**src/hdl/pp_cfg.svh**
```systemverilog
// constants for the panel poller: address range, loss limit, timing, reset values
// assumes the includer also imports pp_pkg for the matching types
`ifndef PP_CFG_SVH
`define PP_CFG_SVH

`define PP_CLK_MHZ      250
`define PP_ADDR_W       7
`define PP_ADDR_LAST    7'h63
`define PP_LOST_POLLS   4'ha
`define PP_SLOT_US      2500
`define PP_SLOT_CYC     (`PP_SLOT_US * `PP_CLK_MHZ)
`define PP_DEB_US       10000
`define PP_DEB_CYC      (`PP_DEB_US * `PP_CLK_MHZ)
`define PP_TMR_W        24
`define PP_PRESET_G1_CL 3'h1
`define PP_PRESET_G1_OP 3'h2
`define PP_PRESET_G2_CL 3'h3
`define PP_PRESET_G2_OP 3'h4
`define PP_ENTRY_RST    5'h00

`endif

```
**src/hdl/pp_pkg.sv**
```systemverilog
// types shared by the panel poller and its address table
// assumes nothing outside itself
package pp_pkg;

  typedef enum logic [1:0] {PP_REQ_POLL, PP_REQ_RECALL, PP_REQ_STATUS} pp_req_kind_e;

  typedef enum logic [2:0] {
    MSG_FOUND, MSG_SELECTED_DEVICE, MSG_MODULE_ADDED, MSG_GONE, MSG_LINK_ERROR, MSG_STATUS
  } pp_msg_kind_e;

  typedef struct packed {
    pp_req_kind_e kind;
    logic [6:0]   addr;
    logic [2:0]   preset;
  } pp_req_s;

  typedef struct packed {
    logic       done;
    logic [7:0] status;
  } pp_rsp_s;

  typedef struct packed {
    pp_msg_kind_e kind;
    logic [6:0]   addr;
    logic [6:0]   count;
    logic [7:0]   status;
  } pp_msg_s;

  typedef struct packed {
    logic       active;
    logic [3:0] misses;
  } pp_entry_s;

endpackage

```
**src/hdl/pp_poller.sv**
```systemverilog
// panel poller: sweeps module addresses, tracks arrivals and losses,
// recalls presets on gpi edges and reports module status to the display
// assumes gpi inputs and link answers are synchronous to mclk; one answer per request
//
// Notes on behaviour
// - gpi one closing recalls preset 1 to the selected module.
// - gpi one opening recalls preset 2 to the selected module.
// - gpi two closing recalls preset 3, opening recalls preset 4.
// - power-on sweep polls every address from 0 to 0x63, records responders, reports count found.
// - lowest responding address becomes the first selected module.
// - polling continues forever; arrivals and losses raise display messages.
// - newly responding address gives module-added message and is marked active.
// - ten consecutive missed polls mark a module lost and report its address.
// - unexecuted command is followed by status query; status shown with link error.
// - fault status from the selected module is shown above its address.
`timescale 1ns/1ns
`include "pp_cfg.svh"
module pp_poller
  import pp_pkg::*;
#(
  parameter int unsigned SLOT_CYC = `PP_SLOT_CYC,
  parameter int unsigned DEB_CYC  = `PP_DEB_CYC
)(
  // clock and reset
  input  wire logic       mclk,
  input  wire logic       nrst,
  // gpi contacts, high while closed
  input  wire logic [1:0] gpi_closed,
  // requests toward the module network
  output logic            req_valid,
  output pp_req_s         req,
  // answers from the addressed module
  input  wire logic       rsp_valid,
  input  pp_rsp_s         rsp,
  // display
  output logic            msg_valid,
  output pp_msg_s         msg,
  output logic [6:0]      module_id_window,
  output logic            sel_valid
);

  typedef enum logic [2:0] {
    ST_POLL_REQ, ST_POLL_WAIT, ST_FOUND, ST_SEL, ST_CMD_WAIT, ST_STAT_WAIT
  } pp_state_e;

  localparam logic [`PP_TMR_W-1:0] SLOT_LIM = `PP_TMR_W'(SLOT_CYC - 1);
  localparam logic [`PP_TMR_W-1:0] DEB_LIM  = `PP_TMR_W'(DEB_CYC - 1);

  // preset for the lowest pending gpi event
  function automatic logic [2:0] preset_of(input logic [3:0] low);
    unique case (1'b1)
      low[0]:  preset_of = `PP_PRESET_G1_CL;
      low[1]:  preset_of = `PP_PRESET_G1_OP;
      low[2]:  preset_of = `PP_PRESET_G2_CL;
      default: preset_of = `PP_PRESET_G2_OP;
    endcase
  endfunction

  ////////////////////////////////////////////////////////////////////////////
  // gpi debounce and pending recalls
  logic [1:0]           deb_q, deb_d;
  logic [`PP_TMR_W-1:0] dcnt_q [2];
  logic [`PP_TMR_W-1:0] dcnt_d [2];
  logic [3:0]           pend_q, pend_d, pend_set, pend_clr, pend_low;

  // a level must hold a full window before it counts, so bounce gives one edge
  always_comb begin
    deb_d    = deb_q;
    pend_set = 4'h0;
    for (int i = 0; i < 2; i++) begin
      dcnt_d[i] = '0;
      if (gpi_closed[i] != deb_q[i]) begin
        if (dcnt_q[i] == DEB_LIM) begin
          deb_d[i] = gpi_closed[i];
          pend_set[2*i]   = gpi_closed[i];
          pend_set[2*i+1] = !gpi_closed[i];
        end else begin
          dcnt_d[i] = dcnt_q[i] + `PP_TMR_W'(1);
        end
      end
    end
    pend_d = (pend_q & ~pend_clr) | pend_set;               // a new edge wins over a clear
  end

  always_ff @(posedge mclk or negedge nrst) begin
    if (!nrst) begin
      deb_q     <= 2'h0;
      dcnt_q[0] <= '0;
      dcnt_q[1] <= '0;
      pend_q    <= 4'h0;
    end else begin
      deb_q     <= deb_d;
      dcnt_q[0] <= dcnt_d[0];
      dcnt_q[1] <= dcnt_d[1];
      pend_q    <= pend_d;
    end
  end

  assign pend_low = pend_q & (~pend_q + 4'h1);

  ////////////////////////////////////////////////////////////////////////////
  // poll sequencer
  pp_state_e            st_q, st_d;
  logic [6:0]           addr_q, addr_d, found_q, found_d, sel_q, sel_d;
  logic                 init_q, init_d, selv_q, selv_d;
  logic [`PP_TMR_W-1:0] tmr_q, tmr_d;
  logic                 req_v_q, req_v_d, msg_v_q, msg_v_d;
  pp_req_s              req_q, req_d;
  pp_msg_s              msg_q, msg_d;
  logic                 tbl_rd, tbl_wr, timeout;
  pp_entry_s            ent, wdat;

  pp_table u_table (
    .mclk    (mclk),
    .nrst    (nrst),
    .rd_en   (tbl_rd),
    .rd_addr (addr_q),
    .rd_data (ent),
    .wr_en   (tbl_wr),
    .wr_addr (addr_q),
    .wr_data (wdat)
  );

  assign timeout = (tmr_q == SLOT_LIM);

  always_comb begin
    st_d = st_q;  addr_d = addr_q;  found_d = found_q;  sel_d = sel_q;
    init_d = init_q;  selv_d = selv_q;  tmr_d = tmr_q + `PP_TMR_W'(1);
    req_v_d = 1'b0;  req_d = req_q;  msg_v_d = 1'b0;  msg_d = msg_q;
    pend_clr = 4'h0;  tbl_rd = 1'b0;  tbl_wr = 1'b0;  wdat = ent;
    unique case (st_q)
      ST_POLL_REQ: begin
        tmr_d   = '0;
        req_v_d = 1'b1;
        if (!init_q && selv_q && |pend_q) begin
          // recalls go to the selected module between polls
          req_d    = '{kind: PP_REQ_RECALL, addr: sel_q, preset: preset_of(pend_low)};
          pend_clr = pend_low;
          st_d     = ST_CMD_WAIT;
        end else begin
          req_d  = '{kind: PP_REQ_POLL, addr: addr_q, preset: 3'h0};
          tbl_rd = 1'b1;
          st_d   = ST_POLL_WAIT;
        end
      end
      ST_POLL_WAIT: begin
        if (rsp_valid || timeout) begin
          tbl_wr = 1'b1;
          st_d   = ST_POLL_REQ;
          if (rsp_valid) begin
            wdat = '{active: 1'b1, misses: 4'h0};
            msg_d.addr   = addr_q;
            msg_d.status = rsp.status;
            if (init_q) begin
              found_d = found_q + 7'h1;
              if (found_q == 7'h0) begin
                sel_d = addr_q;                              // ascending sweep
              end
            end else if (!ent.active) begin
              msg_v_d    = 1'b1;
              msg_d.kind = MSG_MODULE_ADDED;
            end else if (selv_q && addr_q == sel_q && rsp.status != 8'h00) begin
              msg_v_d    = 1'b1;
              msg_d.kind = MSG_STATUS;
            end
          end else if (init_q) begin
            wdat = `PP_ENTRY_RST;
          end else if (ent.active) begin
            wdat.misses = ent.misses + 4'h1;
            if (wdat.misses == `PP_LOST_POLLS) begin
              wdat = `PP_ENTRY_RST;
              msg_v_d = 1'b1;
              msg_d   = '{kind: MSG_GONE, addr: addr_q, count: found_q, status: 8'h00};
            end
          end
          // sweep wraps and keeps running after power-on
          if (addr_q == `PP_ADDR_LAST) begin
            addr_d = 7'h0;
            if (init_q) begin
              st_d = ST_FOUND;
            end
          end else begin
            addr_d = addr_q + 7'h1;
          end
        end
      end
      ST_FOUND: begin
        msg_v_d = 1'b1;
        msg_d   = '{kind: MSG_FOUND, addr: 7'h0, count: found_q, status: 8'h00};
        st_d    = ST_SEL;
      end
      ST_SEL: begin
        init_d = 1'b0;
        st_d   = ST_POLL_REQ;
        if (found_q != 7'h0) begin
          selv_d  = 1'b1;
          msg_v_d = 1'b1;
          msg_d   = '{kind: MSG_SELECTED_DEVICE, addr: sel_q, count: found_q, status: 8'h00};
        end
      end
      ST_CMD_WAIT: begin
        if (rsp_valid && rsp.done) begin
          st_d = ST_POLL_REQ;
        end else if (rsp_valid || timeout) begin
          // not executed, or silent: ask the module why
          req_v_d = 1'b1;
          req_d   = '{kind: PP_REQ_STATUS, addr: sel_q, preset: 3'h0};
          tmr_d   = '0;
          st_d    = ST_STAT_WAIT;
        end
      end
      ST_STAT_WAIT: begin
        if (rsp_valid || timeout) begin
          msg_v_d = 1'b1;
          msg_d   = '{kind: MSG_LINK_ERROR, addr: sel_q, count: found_q,
                      status: rsp_valid ? rsp.status : 8'h00};
          st_d    = ST_POLL_REQ;
        end
      end
    endcase
  end

  always_ff @(posedge mclk or negedge nrst) begin
    if (!nrst) begin
      st_q <= ST_POLL_REQ;  addr_q <= 7'h0;  found_q <= 7'h0;  sel_q <= 7'h0;
      init_q <= 1'b1;  selv_q <= 1'b0;  tmr_q <= '0;
      req_v_q <= 1'b0;  req_q <= '0;  msg_v_q <= 1'b0;  msg_q <= '0;
    end else begin
      st_q <= st_d;  addr_q <= addr_d;  found_q <= found_d;  sel_q <= sel_d;
      init_q <= init_d;  selv_q <= selv_d;  tmr_q <= tmr_d;
      req_v_q <= req_v_d;  req_q <= req_d;  msg_v_q <= msg_v_d;  msg_q <= msg_d;
    end
  end

  assign req_valid        = req_v_q;
  assign req              = req_q;
  assign msg_valid        = msg_v_q;
  assign msg              = msg_q;
  assign module_id_window = sel_q;
  assign sel_valid        = selv_q;
endmodule // pp_poller

```
**src/hdl/pp_table.sv**
```systemverilog
// per-address table: active flag and consecutive miss count
// assumes one read or write per cycle; contents are undefined until the first sweep
`timescale 1ns/1ns
`include "pp_cfg.svh"
module pp_table
  import pp_pkg::*;
(
  // clock and reset
  input  wire logic      mclk,
  input  wire logic      nrst,
  // read port, data one cycle later
  input  wire logic      rd_en,
  input  wire logic [6:0] rd_addr,
  output pp_entry_s      rd_data,
  // write port
  input  wire logic      wr_en,
  input  wire logic [6:0] wr_addr,
  input  pp_entry_s      wr_data
);

  pp_entry_s mem [128];
  pp_entry_s rd_d;
  pp_entry_s rd_q;

  ////////////////////////////////////////////////////////////////////////////
  // storage carries no reset; the power-on sweep writes every used entry
  always_ff @(posedge mclk) begin
    if (wr_en) begin
      mem[wr_addr] <= wr_data;
    end
  end

  // read data held in a register until the next read
  always_comb begin
    rd_d = rd_q;
    if (rd_en) begin
      rd_d = mem[rd_addr];
    end
  end

  always_ff @(posedge mclk or negedge nrst) begin
    if (!nrst) begin
      rd_q <= `PP_ENTRY_RST;
    end else begin
      rd_q <= rd_d;
    end
  end

  assign rd_data = rd_q;

endmodule // pp_table

```
**config.mk**
```make
export PLATFORM = sky130hd
export DESIGN_NAME = pp_poller
export DESIGN_NICKNAME = d
export VERILOG_FILES = /design/src/hdl/pp_pkg.sv /design/src/hdl/pp_poller.sv /design/src/hdl/pp_table.sv
export VERILOG_INCLUDE_DIRS = /design/src /design/src/hdl
export SDC_FILE = /design/constraint.sdc
export NUM_CORES = 1
export LEC_CHECK = 0
export BUFFER_PORTS_ARGS = -buffer_cell sky130_fd_sc_hd__buf_2
export CAP_MARGIN = 20
export CELL_PAD_IN_SITES_DETAIL_PLACEMENT = 2
export CELL_PAD_IN_SITES_GLOBAL_PLACEMENT = 2
export CORE_MARGIN = 10
export CORE_UTILIZATION = 35
export CTS_CLUSTER_SIZE = 14
export DETAILED_ROUTE_END_ITERATION = 12
export PLACE_DENSITY_LB_ADDON = 0.1
export SLEW_MARGIN = 20
export SYNTH_ARGS = -nofsm -noshare
export SYNTH_HDL_FRONTEND = slang
export SYNTH_SLANG_ARGS = --single-unit
```
**constraint.sdc**
```tcl
create_clock -name mclk -period 14.5 [get_ports mclk]
set_input_delay 2.175 -clock mclk [delete_from_list [all_inputs] [get_ports mclk]]
set_output_delay 2.175 -clock mclk [all_outputs]
set_load 0.05 [all_outputs]
```
Word level (Yosys, flattened, before mapping):

Memories as Yosys holds them, arrays and structs flattened. A register that Yosys moved wholly into a read port is not among the register bits.
Cells that the tools add are included.

* add/subtract/negate cells: 7
* eq/ne operators: 27
* mux-type cells: 65
* bitwise operators: 5
* reduce and logical (&&, ||, !) cells: 28

Operator list (count)
* $mux 25: 6
* $mux 24: 6
* $pmux 25 s4: 1
* $add 24x1->24 const B: 3
* $eq 24x22->1 const B: 2
* $pmux 24 s2: 1
* $mux 5: 6
* $eq 24x20->1 const B: 1
* $mux 12: 2
* $mux 3: 8
* $pmux 12 s2: 1
* $pmux 3 s6: 1
* $mux 1: 16
* $mux 8: 2
* $ne 2x2->1 const B: 8
* $reduce_and 8->1: 2
* $add 7x1->7 const B: 2
* $mux 7: 2
* $mux 2: 6
* $mux 11: 1
* $mux 10: 1
* $ne 3x3->1 const B: 3
* $pmux 3 s3: 1
* $add 4x1->4 const B: 2
* 31 further kinds: 48

* register bits: 143
* RAM bits: 640
* input port bits: 14
* output and inout bits: 47
* word-level logic and storage cells: 154
* memories kept: 1

Memory list
* u_table.mem: words 128, width 5, rd ports 1, clocked after memory_dff 1, write ports 1, line pp_table.sv:21 `pp_entry_s mem [128];`

Longest topological paths before layout:

* word-level depth: 9
* gate-level depth with buffers: 11
* gate-level depth less buffers: 8

Cells and area by module:

A second synthesis with hierarchy kept.

* cells, all modules: 2182
* area, all modules: 33231.9 um^2

By module, submodules not included
* pp_table: times used 1, cells each 1462, area an instance 26023.7 um^2, seq. area each 19343.6 um^2
* pp_poller: times used 1, cells each 720, area an instance 7208.2 um^2, seq. area each 3579.7 um^2

Worst setup path after synthesis:

No wires, ideal clock.

* path kind: input to register
* from: input rsp_valid
* to: memory u_table.mem[0][1] (netlist bit), data pin
* setup time: 1.590 ns
* arrival: 9.849 ns
* required time: 12.910 ns
* slack: 3.061 ns
* cell stages on the path: 4
* buffers on the path: 1
* cells stage by stage: clkbuf_1 nor2_1 nand3_1 o41ai_1

RTL lines
* from (decl): line pp_poller.sv:33 `input wire logic rsp_valid,`
* to (decl): line pp_table.sv:21

==> impl_summary.log <==
[metrics] result of the run: finished clean
[metrics] number of placed instances with taps included: 3402
[metrics] standard cell with the maximum stage delay on the critical path: sky130_fd_sc_hd__buf_4
[metrics] total number of cells along the worst setup path: 8
[metrics] Pwr Density: 197 mW/mm^2
[metrics] post-DR wirelength/cell: 28.8 um
[metrics] wire length of the first global-routing pass: 152000 um
[metrics] TritonCTS clock tree: done
[metrics] Final Max Slew Viols: 0
[metrics] Crit path arrival time: 5250 ps
[metrics] last weighted congestion value of the routability-driven placer: 0.809
[metrics] final net count: 2262
[metrics] Core Area: 0.0932 sq mm
[metrics] total standard cell area after synthesis: 0.0329 sq mm
[metrics] post-synthesis cell type count: 87
[metrics] Final min period: 4910 ps
[metrics] beginning of the worst hold path: dcnt_q[24]$_DFF_PN0_
[metrics] total number of vias: 19500
[metrics] family of cells with the greatest summed delay on the critical path: buffers and inverters
[metrics] total of warnings raised by yosys: 0
[metrics] CTS buffer count: 89
[metrics] post-synthesis area per instance: 15.1 sq um
[metrics] Die Footprint: 0.107 sq mm
[metrics] Worst Setup Start Kind: input port
[metrics] synthesis-stage register bit count: 788
[metrics] Cell Count, Final, Fillers Out: 3565
[metrics] final number of hold-violating endpoints: 0
[metrics] number of global-route vias before repair: 21000
[metrics] Critical Setup Path Class: input port to flip-flop
[metrics] Num Clock Sinks: 788
[metrics] antenna cell count: 0
[metrics] number of instances in the synthesized netlist: 2170
[metrics] number of maximum-capacitance constraint violations: 0
[metrics] share of the yosys chip area belonging to registers: 69.7%
[metrics] FP Rows: 112
[metrics] hold crit path type: flip-flop to flip-flop
[metrics] worst max-slew margin expressed relative to the limit: 31.2%
[metrics] post-route clock skew: 26.7 ps
[metrics] hold_buf cts: 0
[metrics] input/output buffers: 60
[metrics] die span in y: 326 um
[metrics] H-Tree Level Count: 3
[metrics] final cell utilization of the core: 39.9%
[metrics] biggest area consumer among synthesized cells: sky130_fd_sc_hd__edfxtp_1
[metrics] fraction of synthesis flops using an asynchronous set or reset pin: 18.8%
[metrics] hold_ws: 489 ps
[metrics] root buffer cell: sky130_fd_sc_hd__clkbuf_16
[metrics] Reg-to-Reg End: u_table.mem[73][0]$_DFFE_PP_
[metrics] Sum Neg Setup Slack: 0 ps
[metrics] All-Layer GR Usage: 19.0%
[metrics] final wirelength: 102000 um
[metrics] endpoint type of the worst setup path: flip-flop
[metrics] longest individual stage delay on the worst path: 730 ps
[metrics] Post-CTS Setup Inserts: 0
[metrics] number of search-and-repair iterations in the first detailed-routing pass: 5
[metrics] number of buffers between clock root and the deepest sink: 3
[metrics] initial antenna violation count: 4
[metrics] starting utilization of the core area: 35.3%
[metrics] Chip Width: 326 um
[metrics] number of resized instances in the post-cts repair step: 0
[metrics] internal reg-to-reg setup slack: 9670 ps
[metrics] Worst Max-Slew Pin Slew: 1030 ps
[metrics] pin count of the biggest net entering global routing: 95
[metrics] count of nets left with antenna violations after detail routing: 0
[metrics] Main synth FF type: sky130_fd_sc_hd__edfxtp_1
[metrics] synthesis-to-finish area growth: 13.2%
[metrics] Synth Net Count: 2192
[metrics] sum of net half-perimeters after detailed placement: 62900 um
[metrics] number of enable-type register cells in the synthesized netlist: 640
[metrics] combined buffer and inverter count along the critical path: 4
[metrics] unrepaired setup endpoints after global routing: no
[metrics] worst r2r path cells: 9
[metrics] Congestion Overflow GR: 0
[metrics] Remaining DRCs: 0
[metrics] crit path max fanout: 69
[metrics] top cell type's share of synthesized area: 58.5%
[metrics] number of setup violations in the final report: 0
[metrics] required time of the worst setup path: 14840 ps
[metrics] share of the clock period used by the worst path: 33.9%
[metrics] cells along the critical path: buf_2 > inv_1 > o21ai_4 > and2_2 > nand3_1 > o21ai_4 > buf_4 > buf_4
[metrics] number of vias per cell: 5.48
[metrics] share of layout cells above drive strength 1: 16.9%
[metrics] achievable clock frequency: 0.204 GHz
[metrics] clock insertion delay at the later pin of the skew report: 650 ps
[metrics] num ports: 61
[metrics] Worst R2R Start: tmr_q[0]$_DFF_PN0_
[metrics] Synth area leaders: sky130_fd_sc_hd__edfxtp_1 58%, sky130_fd_sc_hd__dfrtp_1 11%, sky130_fd_sc_hd__mux4_2 5.6%, sky130_fd_sc_hd__nor2_1 2.9%, sky130_fd_sc_hd__mux2i_1 2.5%
[metrics] 1st-iter DRT viols: 1364
[metrics] clock slew seen by the registers of the worst setup and hold paths: 60 ps
[metrics] hold path endpoint: dcnt_q[24]$_DFF_PN0_
[metrics] largest voltage drop on the vdd net: 0.0997 mV
[metrics] leakage power of the design: 12.6 nW
[metrics] Tot Pwr: 7.34 mW
[metrics] hold path depth: 1
-- cells by family after synthesis --
group	count (synthesis)	share of synthesized area [%]
AO/OA/AOI/OAI	326	7.08
adder cells (fa/ha/maj)	8	0.305
flip-flops	788	69.7
multiplexers	213	9.79
buffers and inverters	155	2.19
AND/OR/NAND/NOR	599	8.73
XOR/XNOR	81	2.16
-- Yosys cell counts (19+ instances only) --
cell type                  number
sky130_fd_sc_hd__a21oi_1       63
sky130_fd_sc_hd__a221oi_1      24
sky130_fd_sc_hd__a22o_1        26
sky130_fd_sc_hd__a22oi_1       25
sky130_fd_sc_hd__and3_1        24
sky130_fd_sc_hd__buf_2         54
sky130_fd_sc_hd__clkbuf_1      49
sky130_fd_sc_hd__dfrtp_1      147
sky130_fd_sc_hd__edfxtp_1     640
sky130_fd_sc_hd__inv_1         30
sky130_fd_sc_hd__mux2_2        49
sky130_fd_sc_hd__mux2i_1       81
sky130_fd_sc_hd__mux4_2        81
sky130_fd_sc_hd__nand2_1      116
sky130_fd_sc_hd__nand2b_1      29
sky130_fd_sc_hd__nand3_1       45
sky130_fd_sc_hd__nand4_1       20
sky130_fd_sc_hd__nor2_1       257
sky130_fd_sc_hd__nor3_1        21
sky130_fd_sc_hd__o21ai_0       56
sky130_fd_sc_hd__o221ai_1      19
sky130_fd_sc_hd__xnor2_1       45
sky130_fd_sc_hd__xor2_1        36
-- registers in the layout, summed over array words and instances, names as in the netlist, 2 cells and up --
name              flops
req                  12
st_q                  3
module_id_window      7
u_table.mem         640
pend_q                4
tmr_q                24
found_q               7
addr_q                7
u_table.rd_data       5
deb_q                 2
dcnt_q               48
msg                  25
-- stage by stage --
step	cell area, sq um	setup slack, ps
detailed placement	34500	8880
CTS	37200	9560
global placement	34500	8920
finish	37200	9590
global route	37200	9340
floorplan	32900	3060
-- final cells by class --
type | count | area [sq um]
multi-input cells | 1227 | 9300
clock buffers | 123 | 2360
repair buffers | 102 | 634
inverters | 32 | 120
fillers | 9137 | 56000
flip-flops and latches | 788 | 22900
clock inverters | 39 | 290
well taps | 1254 | 1570
-- metal layers --
metal	vias up	GRT usage, %	wire length, um
met3	149	2.79	4300
met4	2	4.96	2510
met2	470	30.4	48000
li1	8479	-	-
met1	10400	26.9	47700
met5	-	0	13
-- where the power goes --
| group | total [mW] | internal, mW | switching [mW] |
|---|---|---|---|
| combinational | 2.30 | 0.686 | 1.61 |
| sequential | 2.93 | 2.80 | 0.138 |
| clock | 2.11 | 1.18 | 0.928 |
-- how the worst max path moves through the flow --
| stage | start | to | slack [ps] |
|---|---|---|---|
| after floorplan | rsp_valid | u_table.mem[0][1]$_DFFE_PP_ | 3060 |
| after global placement | rsp_valid | u_table.mem[17][0]$_DFFE_PP_ | 8920 |
| after detailed placement | rsp_valid | u_table.mem[113][0]$_DFFE_PP_ | 8880 |
| after CTS | rsp_valid | u_table.mem[2][2]$_DFFE_PP_ | 9560 |
| after global routing | rsp_valid | u_table.mem[24][0]$_DFFE_PP_ | 9340 |
| final | rsp_valid | u_table.mem[73][0]$_DFFE_PP_ | 9590 |
-- cell usage in the layout (no fill, tap or decap), types with 5 or more instances in the layout --
master	n
sky130_fd_sc_hd__nand2_1	116
sky130_fd_sc_hd__o2bb2ai_1	14
sky130_fd_sc_hd__and2_1	10
sky130_fd_sc_hd__nor3_1	21
sky130_fd_sc_hd__a221oi_1	24
sky130_fd_sc_hd__o22ai_1	6
sky130_fd_sc_hd__nand3_1	45
sky130_fd_sc_hd__edfxtp_1	640
sky130_fd_sc_hd__a211oi_1	9
sky130_fd_sc_hd__and3_1	24
sky130_fd_sc_hd__buf_2	59
sky130_fd_sc_hd__nand4_1	20
sky130_fd_sc_hd__nor2_1	256
sky130_fd_sc_hd__a31oi_1	14
sky130_fd_sc_hd__o21ai_0	55
sky130_fd_sc_hd__and4_1	5
sky130_fd_sc_hd__a21oi_1	63
sky130_fd_sc_hd__clkinv_1	15
sky130_fd_sc_hd__xnor2_1	45
sky130_fd_sc_hd__clkbuf_1	33
sky130_fd_sc_hd__a221o_1	13
sky130_fd_sc_hd__mux4_2	81
sky130_fd_sc_hd__nand3_4	5
sky130_fd_sc_hd__dfrtp_1	143
sky130_fd_sc_hd__a22oi_1	25
sky130_fd_sc_hd__o211ai_1	7
sky130_fd_sc_hd__clkinv_2	15
sky130_fd_sc_hd__ha_1	8
sky130_fd_sc_hd__a22o_1	25
sky130_fd_sc_hd__mux2_2	49
sky130_fd_sc_hd__clkbuf_16	89
sky130_fd_sc_hd__nor2b_1	14
sky130_fd_sc_hd__nand2b_1	29
sky130_fd_sc_hd__xor2_1	36
sky130_fd_sc_hd__buf_4	41
sky130_fd_sc_hd__nor4_1	8
sky130_fd_sc_hd__o221ai_1	19
sky130_fd_sc_hd__mux2i_1	81
sky130_fd_sc_hd__nand3b_1	7
sky130_fd_sc_hd__inv_1	30
Note: power is estimated with default switching activity, not from simulation.
